## src/logic/rss_cfg.svh

```systemverilog
// Constants of the rotate, subtract, skip and set execution datapath.
// Assumes a 32-bit classic Wishbone slave with word-aligned registers.
`ifndef RSS_CFG_SVH
`define RSS_CFG_SVH

// ----------------------------------------
// Register byte offsets
// ----------------------------------------
`define RSS_OFF_CTRL 8'h00
`define RSS_OFF_OPND 8'h04
`define RSS_OFF_ACC 8'h08
`define RSS_OFF_FLAGS 8'h0C
`define RSS_OFF_STAT 8'h10

// ----------------------------------------
// Field positions
// ----------------------------------------
`define RSS_CTRL_GO_BIT 31
`define RSS_CTRL_OP_LSB 0
`define RSS_CTRL_BIT_LSB 8
`define RSS_FLG_C 0
`define RSS_FLG_HALF 1
`define RSS_FLG_Z 2
`define RSS_FLG_WRAP 3
`define RSS_ST_BUSY 0
`define RSS_ST_SKIP 1
`define RSS_ST_MWR 2

// ----------------------------------------
// Reset values and timing
// ----------------------------------------
`define RSS_RST_BYTE 8'h00
`define RSS_RST_FLAGS 4'h0
`define RSS_SKIP_DUMMY_CYC 1

`endif

```

## src/logic/rss_pkg.sv

```systemverilog
// Types shared by the execution datapath files.
// Assumes nothing outside itself.
`default_nettype none
package rss_pkg;

   // ----------------------------------------
   // Operation codes
   // ----------------------------------------
   typedef enum logic [3:0] {
      rotate_left_thru_carry_mem = 4'h0,
      rotate_left_thru_carry_to_work = 4'h1,
      rotate_right_mem = 4'h2,
      rotate_right_to_work = 4'h3,
      rotate_right_thru_carry_mem = 4'h4,
      rotate_right_thru_carry_to_work = 4'h5,
      subtract_with_borrow_to_work = 4'h6,
      subtract_with_borrow_to_mem = 4'h7,
      decrement_skip_on_zero = 4'h8,
      decrement_skip_on_zero_to_work = 4'h9,
      increment_skip_on_zero = 4'hA,
      increment_skip_on_zero_to_work = 4'hB,
      set_byte_mem = 4'hC,
      set_bit_mem = 4'hD
   } rss_op_e;

   typedef enum logic [1:0] {
      RSS_IDLE,
      RSS_EXEC,
      RSS_DUMMY
   } rss_state_e;

   typedef struct packed {
      logic [7:0] res;
      logic wr_mem;
      logic wr_acc;
      logic [3:0] flag_mask;
      logic [3:0] flags;
      logic skip;
   } rss_alu_s;

endpackage : rss_pkg
`default_nettype wire

```

## src/logic/rss_exec.sv

```systemverilog
// Execution datapath for rotate, subtract-with-borrow, skip and set ops.
// Assumes a classic Wishbone master on the single 200 MHz clock.
//
// Functional notes
// RQ1 - Rotate left via carry, write memory, carry only
// RQ2 - Same rotate to accumulator, memory untouched
// RQ3 - Plain rotate right, no flags, memory or accumulator
// RQ4 - Rotate right via carry, write memory, carry only
// RQ5 - Same right rotate to accumulator, memory untouched
// RQ6 - Acc plus inverted byte plus carry to accumulator
// RQ7 - Same subtraction and flags, result to memory
// RQ8 - Increment byte, write back, skip on zero
// RQ9 - Taken skip adds one dummy cycle, discards fetch
// RQ10 - Increment to accumulator, skip on zero
// RQ11 - Decrement, memory or accumulator, skip on zero
// RQ12 - Set byte writes all ones, flags kept
// RQ13 - Set bit forces one bit, flags kept
//
// The register addresses and the Wishbone interface to the registers were left to the implementer.
`include "rss_cfg.svh"
`default_nettype none
module rss_exec (
   input wire logic clock,
   input wire logic rst_b,
   input wire logic wb_cyc_i,
   input wire logic wb_stb_i,
   input wire logic wb_we_i,
   input wire logic [7:0] wb_adr_i,
   input wire logic [3:0] wb_sel_i,
   input wire logic [31:0] wb_dat_i,
   output logic [31:0] wb_dat_o,
   output logic wb_ack_o,
   output logic mem_we,
   output logic [7:0] mem_wdata,
   output logic discard_fetch
);

   // ----------------------------------------
   // State
   // ----------------------------------------
   typedef struct packed {
      rss_pkg::rss_state_e st;
      logic [3:0] op;
      logic [2:0] bit_sel;
      logic [7:0] opnd;
      logic [7:0] acc;
      logic [3:0] flags;
      logic skip;
      logic [7:0] mem_out;
      logic mem_we;
      logic discard;
      logic [31:0] dat;
      logic ack;
   } rss_state_s;

   rss_state_s s_q;
   rss_state_s s_d;
   rss_pkg::rss_alu_s alu;
   logic [2:0] idx;
   logic hit;
   logic req;
   logic go;

   rss_wb_dec u_dec (
      .adr(wb_adr_i),
      .idx(idx),
      .hit(hit)
   );

   rss_alu u_alu (
      .op(rss_pkg::rss_op_e'(s_q.op)),
      .mem_byte(s_q.opnd),
      .acc(s_q.acc),
      .bit_sel(s_q.bit_sel),
      .flags_in(s_q.flags),
      .out(alu)
   );

   assign req = wb_cyc_i && wb_stb_i && !s_q.ack;
   assign go = req && wb_we_i && hit && (idx == 3'h0) && wb_sel_i[3]
      && wb_dat_i[`RSS_CTRL_GO_BIT] && (s_q.st == rss_pkg::RSS_IDLE);

   // ----------------------------------------
   // Next state
   // ----------------------------------------
   always_comb begin
      s_d = s_q;
      s_d.ack = req;
      s_d.mem_we = 1'b0;
      s_d.discard = 1'b0;
      // Register reads
      s_d.dat = 32'h0000_0000;
      if (req && !wb_we_i && hit) begin
         unique case (idx)
            3'h0: s_d.dat = {29'h000_0000, s_q.bit_sel} << `RSS_CTRL_BIT_LSB
               | {28'h000_0000, s_q.op};
            3'h1: s_d.dat = {24'h00_0000, s_q.opnd};
            3'h2: s_d.dat = {24'h00_0000, s_q.acc};
            3'h3: s_d.dat = {28'h000_0000, s_q.flags};
            default: s_d.dat = {29'h000_0000, s_q.mem_we, s_q.skip,
               s_q.st != rss_pkg::RSS_IDLE};
         endcase
      end
      // Register writes, only while idle
      if (req && wb_we_i && hit && s_q.st == rss_pkg::RSS_IDLE) begin
         unique case (idx)
            3'h0: begin
               if (wb_sel_i[0]) s_d.op = wb_dat_i[3:0];
               if (wb_sel_i[1]) s_d.bit_sel = wb_dat_i[10:8];
            end
            3'h1: if (wb_sel_i[0]) s_d.opnd = wb_dat_i[7:0];
            3'h2: if (wb_sel_i[0]) s_d.acc = wb_dat_i[7:0];
            3'h3: if (wb_sel_i[0]) s_d.flags = wb_dat_i[3:0];
            default: s_d.skip = 1'b0;
         endcase
      end
      if (go) begin
         if (wb_sel_i[0]) s_d.op = wb_dat_i[3:0];
         if (wb_sel_i[1]) s_d.bit_sel = wb_dat_i[10:8];
         s_d.st = rss_pkg::RSS_EXEC;
      end
      // Execution sequence
      unique case (s_q.st)
         rss_pkg::RSS_IDLE: begin
         end
         rss_pkg::RSS_EXEC: begin
            s_d.flags = (s_q.flags & ~alu.flag_mask) | (alu.flags & alu.flag_mask); // RQ6
            if (alu.wr_acc) s_d.acc = alu.res; // RQ2
            if (alu.wr_mem) begin
               s_d.opnd = alu.res; // RQ7
               s_d.mem_out = alu.res; // RQ1
               s_d.mem_we = 1'b1; // RQ12
            end
            s_d.skip = alu.skip;
            if (alu.skip) begin
               s_d.discard = 1'b1; // RQ9
               s_d.st = rss_pkg::RSS_DUMMY;
            end else begin
               s_d.st = rss_pkg::RSS_IDLE; // RQ9
            end
         end
         rss_pkg::RSS_DUMMY: begin
            s_d.st = rss_pkg::RSS_IDLE; // RQ9
         end
         default: s_d.st = rss_pkg::RSS_IDLE;
      endcase
   end

   // State register
   always_ff @(posedge clock or negedge rst_b) begin
      if (!rst_b) begin
         s_q <= '0;
      end else begin
         s_q <= s_d;
      end
   end

   assign wb_dat_o = s_q.dat;
   assign wb_ack_o = s_q.ack;
   assign mem_we = s_q.mem_we;
   assign mem_wdata = s_q.mem_out;
   assign discard_fetch = s_q.discard;

endmodule : rss_exec
`default_nettype wire

```

## src/logic/rss_alu.sv

```systemverilog
// Combinational result and flag logic for one instruction.
// Assumes operand, accumulator and flags are stable for the cycle.
`include "rss_cfg.svh"
`default_nettype none
module rss_alu (
   input wire rss_pkg::rss_op_e op,
   input wire logic [7:0] mem_byte,
   input wire logic [7:0] acc,
   input wire logic [2:0] bit_sel,
   input wire logic [3:0] flags_in,
   output rss_pkg::rss_alu_s out
);

   // ----------------------------------------
   // Helpers
   // ----------------------------------------
   function automatic logic is_zero(input logic [7:0] v);
      return v == 8'h00;
   endfunction : is_zero

   logic c_in;
   logic [8:0] sum;
   logic [4:0] low;
   logic [7:0] nm;
   logic [7:0] inc_v;
   logic [7:0] dec_v;

   assign c_in = flags_in[`RSS_FLG_C];
   assign nm = ~mem_byte;
   assign sum = {1'b0, acc} + {1'b0, nm} + {8'h00, c_in};
   assign low = {1'b0, acc[3:0]} + {1'b0, nm[3:0]} + {4'h0, c_in};
   assign inc_v = mem_byte + 8'h01;
   assign dec_v = mem_byte - 8'h01;

   // Result, destination and flag selection
   always_comb begin
      out = '0;
      unique case (op)
         rss_pkg::rotate_left_thru_carry_mem, rss_pkg::rotate_left_thru_carry_to_work: begin
            out.res = {mem_byte[6:0], c_in}; // RQ1
            out.flags[`RSS_FLG_C] = mem_byte[7];
            out.flag_mask[`RSS_FLG_C] = 1'b1;
            out.wr_mem = (op == rss_pkg::rotate_left_thru_carry_mem); // RQ1
            out.wr_acc = (op == rss_pkg::rotate_left_thru_carry_to_work); // RQ2
         end
         rss_pkg::rotate_right_mem, rss_pkg::rotate_right_to_work: begin
            out.res = {mem_byte[0], mem_byte[7:1]}; // RQ3
            out.wr_mem = (op == rss_pkg::rotate_right_mem); // RQ3
            out.wr_acc = (op == rss_pkg::rotate_right_to_work); // RQ3
         end
         rss_pkg::rotate_right_thru_carry_mem, rss_pkg::rotate_right_thru_carry_to_work: begin
            out.res = {c_in, mem_byte[7:1]}; // RQ4
            out.flags[`RSS_FLG_C] = mem_byte[0];
            out.flag_mask[`RSS_FLG_C] = 1'b1;
            out.wr_mem = (op == rss_pkg::rotate_right_thru_carry_mem); // RQ4
            out.wr_acc = (op == rss_pkg::rotate_right_thru_carry_to_work); // RQ5
         end
         rss_pkg::subtract_with_borrow_to_work, rss_pkg::subtract_with_borrow_to_mem: begin
            out.res = sum[7:0]; // RQ6
            out.flags[`RSS_FLG_C] = sum[8];
            out.flags[`RSS_FLG_HALF] = low[4];
            out.flags[`RSS_FLG_Z] = is_zero(sum[7:0]);
            out.flags[`RSS_FLG_WRAP] = (acc[7] == nm[7]) && (sum[7] != acc[7]);
            out.flag_mask = 4'hF;
            out.wr_acc = (op == rss_pkg::subtract_with_borrow_to_work); // RQ6
            out.wr_mem = (op == rss_pkg::subtract_with_borrow_to_mem); // RQ7
         end
         rss_pkg::increment_skip_on_zero, rss_pkg::increment_skip_on_zero_to_work: begin
            out.res = inc_v; // RQ8
            out.skip = is_zero(inc_v); // RQ10
            out.wr_mem = (op == rss_pkg::increment_skip_on_zero); // RQ8
            out.wr_acc = (op == rss_pkg::increment_skip_on_zero_to_work); // RQ10
         end
         rss_pkg::decrement_skip_on_zero, rss_pkg::decrement_skip_on_zero_to_work: begin
            out.res = dec_v; // RQ11
            out.skip = is_zero(dec_v); // RQ11
            out.wr_mem = (op == rss_pkg::decrement_skip_on_zero); // RQ11
            out.wr_acc = (op == rss_pkg::decrement_skip_on_zero_to_work); // RQ11
         end
         rss_pkg::set_byte_mem: begin
            out.res = 8'hFF; // RQ12
            out.wr_mem = 1'b1;
         end
         rss_pkg::set_bit_mem: begin
            out.res = mem_byte | (8'h01 << bit_sel); // RQ13
            out.wr_mem = 1'b1;
         end
         default: begin
            out = '0;
         end
      endcase
   end

endmodule : rss_alu
`default_nettype wire

```

## src/logic/rss_wb_dec.sv

```systemverilog
// Wishbone address decode for the register file.
// Assumes word-aligned byte addresses on an 8-bit offset.
`include "rss_cfg.svh"
`default_nettype none
module rss_wb_dec (
   input wire logic [7:0] adr,
   output logic [2:0] idx,
   output logic hit
);

   // Offset to register index
   always_comb begin
      hit = 1'b1;
      idx = 3'h0;
      unique case (adr)
         `RSS_OFF_CTRL: idx = 3'h0;
         `RSS_OFF_OPND: idx = 3'h1;
         `RSS_OFF_ACC: idx = 3'h2;
         `RSS_OFF_FLAGS: idx = 3'h3;
         `RSS_OFF_STAT: idx = 3'h4;
         default: hit = 1'b0;
      endcase
   end

endmodule : rss_wb_dec
`default_nettype wire

```

## config.mk

```make
export PLATFORM = sky130hd
export DESIGN_NAME = rss_exec
export DESIGN_NICKNAME = d
export VERILOG_FILES = /design/src/logic/rss_pkg.sv /design/src/logic/rss_exec.sv /design/src/logic/rss_alu.sv /design/src/logic/rss_wb_dec.sv
export VERILOG_INCLUDE_DIRS = /design/src /design/src/logic
export SDC_FILE = /design/constraint.sdc
export NUM_CORES = 1
export LEC_CHECK = 0
export BUFFER_PORTS_ARGS = -buffer_cell sky130_fd_sc_hd__buf_2
export CORE_UTILIZATION = 40
export DETAILED_ROUTE_END_ITERATION = 8
export GPL_ROUTABILITY_DRIVEN = 0
export GPL_TIMING_DRIVEN = 0
export PLACE_DENSITY = 0.65
export SETUP_SLACK_MARGIN = 0.05
export SYNTH_ARGS = -nofsm -noshare
export SYNTH_HDL_FRONTEND = slang
export SYNTH_HIERARCHICAL = 1
export SYNTH_SLANG_ARGS = --single-unit
```

## constraint.sdc

```tcl
create_clock -name clock -period 8.35 [get_ports clock]
set_input_delay 1.2525 -clock clock [delete_from_list [all_inputs] [get_ports clock]]
set_output_delay 1.2525 -clock clock [all_outputs]
set_load 0.02 [all_outputs]
```

==> results by group <==
Detailed routing
  • Final wirelength: 10580 microns
  • Antenna Nets Post-Route: 0
  • Post-route DRC: 0
  • First drt pass iteration count: 5
  • Routed len/inst: 15.88 microns
  • Initial drt markers: 324
  • Vias/cell: 5.486
  • Via count: 3654

Floorplanning
  • Starting Density: 0.4122
  • DIE HEIGHT: 102.1 microns
  • Rows: 36
  • Die Wd: 102.1 microns
  • Io pins: 92
  • Core ar.: 9729 sq um
  • Die ar.: 10430 sq um

Timing
  • Clk_skew: 0.01126 ns
  • Setup violations, final: 0
  • Final TNS setup: 0 ns
  • Hold_ws: 0.4685 ns
  • Pins over their slew limit: 0
  • Setup ws final: 4.966 ns
  • Slew @ Worst Pin: 1.194 ns
  • Fmax achieved: 295.5 MHz
  • RSZ-0062 raised after global routing: false
  • Max_slew headroom: 0.2041
  • Final worst path period share: 0.4053
  • Final min period: 3.384 ns
  • Final Hold Fails: 0

Yosys
  • Mapped Area: 4010 sq um
  • Primary FF master, synth: dfrtp_1
  • Yosys warns: 6
  • Synth Area in Adders: 0.04431
  • Largest family of logic cells by synthesized area: simple AND/OR/NAND/NOR gates
  • Number of synthesized flops with an enable pin: 0
  • FFs w/ async S/R, synth: 1.000
  • Synth Instances: 456
  • Complex-gate fraction of the synthesized area: 0.1691
  • Synthesized area per cell: 8.794 sq um
  • Post-Synth Simple-Gate Area: 0.2306
  • Distinct cells, synth: 70
  • Register bit total from synthesis: 52
  • Sequential-to-total area share from yosys stat: 0.3245
  • Xor and xnor area share after synthesis: 0.03495
  • Multiplexer share of the synthesized area: 0.07457

Placement
  • Setup WS pre-CTS: 4.646 ns
  • Port Buffer Count: 49
  • DP Wirelength: 8184 microns

Finish
  • N_diodes: 0
  • Nets: 594
  • Synthesis-to-finish area growth: 15.29%
  • Most frequent cells in the layout: buf_2, dfrtp_1, buf_4, nand2_1, nor2_1
  • Share of layout cells above drive strength 1: 0.2589
  • Most common cell after layout, fill and taps aside: buf_2
  • FILL cells: 973

Clocking
  • Postcts setup bufs: 0
  • Worst-path clk slew: 0.10 ns
  • Clk buf depth: 2
  • # H-tree levels: 2
  • CTS tree: done
  • # clock sinks: 52
  • Root Buffer Master: clkbuf_8
  • Resized cells post-CTS: 0
  • # hold bufs at CTS: 0
  • Total CTS buffers: 5
  • Worst skew pair latency: 0.31 ns

GRT
  • Vias in the first global route: 3250
  • GR Util met3: 0.04514
  • Initial antenna violation count: 0
  • Largest net degree at the start of global routing: 53
  • First-pass GRT wire length: 16610 microns
  • Grt ovf: 0
  • Grt peak-use layer: met2
  • All-layer global routing usage: 0.2081
  • GR Layer Usage met1: 0.2875
  • Routing usage on met2: 0.3211

Power
  • Seq pwr share: 0.498
  • P_int: 0.3885 mW
  • Clock network power share: 0.363
  • Leakage: 2.164 nW
  • Combinational Power Share: 0.139
  • Sw frac: 0.2523
  • PwrDens: 112.4 nW/um^2
  • Sw power: 0.1311 mW
  • Peak supply drop: 0.06669 mV

Worst setup path
  • Critical Path RT: 8.54 ns
  • CP endpoint kind: register
  • Crit path launch type: primary input
  • R2R Setup Slk: 5.11 ns
  • Data arrival, critical path: 3.57 ns
  • Worst setup path class: in -> reg
  • Crit-path max FO: 9
  • Worst Reg-to-Reg Cells: 10

Run
  • # Max-Cap Violations: 0

Status
  • Outcome: finished clean

Hold path
  • Type of the worst min-delay path: reg -> reg
  • Hold Crit Depth: 1
==> per-stage QoR <==
step	instances	instance area, sq um	power [mW]	utilization
after global placement	658	4497	0.3338	0.4622
final	666	4623	0.5195	0.4752
after global routing	666	4623	0.5416	0.4752
after CTS	666	4623	0.5242	0.4752
after detailed placement	658	4497	0.3347	0.4622
after floorplan	476	4085	0.3100	-
==> synth_stat cells (6+ instances only) <==
library cell / n / area, sq um
and3_1: 8 / 50.05
ha_1: 11 / 137.6
o21ai_0: 17 / 85.08
a22oi_1: 6 / 45.04
nand4_1: 6 / 37.54
mux2i_1: 13 / 130.1
clkbuf_1: 12 / 45.04
nand3_1: 15 / 75.07
buf_4: 44 / 330.3
xnor2_1: 13 / 113.9
nand2b_1: 6 / 37.54
nor3_1: 8 / 40.04
nand2_1: 43 / 161.4
mux2_2: 7 / 78.83
inv_1: 16 / 60.06
a21oi_1: 32 / 160.2
nor2_1: 36 / 135.1
o22ai_1: 7 / 43.79
dfrtp_1: 52 / 1301
==> power groups by stage <==
stage | Clock [mW] | Combinational, mW | Sequential [mW]
final | 0.188 | 0.0724 | 0.259
after global placement | 0 | 0.0703 | 0.263
after floorplan | 0 | 0.0477 | 0.262
after global routing | 0.203 | 0.0796 | 0.259
after detailed placement | 0 | 0.0710 | 0.264
after CTS | 0.194 | 0.0713 | 0.259
==> worst paths after layout <==
check	from	end
min	wb_ack_o	wb_ack_o
max in group asynchronous	rst_b	s_q[49]
max reg2reg	s_q[58]	register
min reg2reg	wb_ack_o	wb_ack_o
max	wb_adr_i[0]	s_q[60]
min in group asynchronous	rst_b	wb_dat_o[10]
==> cell type report <==
type,instances,area (sq um),share of cell area
Timing Repair Buffer,49,245.2,0.05304
Clock inverter,1,30.03,0.006495
Buffer,63,414.1,0.08958
Multi-Input combinational cell,342,2298,0.4972
Clock buffer,7,96.34,0.02084
Inverter,19,71.32,0.01543
Tap cell,133,166.4,0.03599
Sequential cell,52,1301,0.2815
==> routing by layer <==
| layer | up-vias | part of all wire |
|---|---|---|
| met5 | - | 0 |
| met4 | 0 | 0.028 |
| met3 | 28 | 0.079 |
| met2 | 177 | 0.45 |
| met1 | 1735 | 0.44 |
| li1 | 1714 | - |
==> cells by family (layout without fill, tap and decap cells) <==
kind of cell,after synthesis,count (layout)
and+or+nand+nor,164,164
AOI/OAI and AO/OA,104,104
DFF,52,52
other,1,21
xor gates and xnor gates,16,16
buffers and inverters,82,139
adders and majority gates,13,13
muxes,24,24
==> critical path, stage by stage <==
cell	delay, ns
buf_2	0.10
or4_4	0.54
nor4b_1	0.36
buf_6	0.21
nand2b_1	0.14
nor4_4	0.44
nor2_2	0.15
a221o_1	0.38
Note: power is estimated with default switching activity, not from simulation.
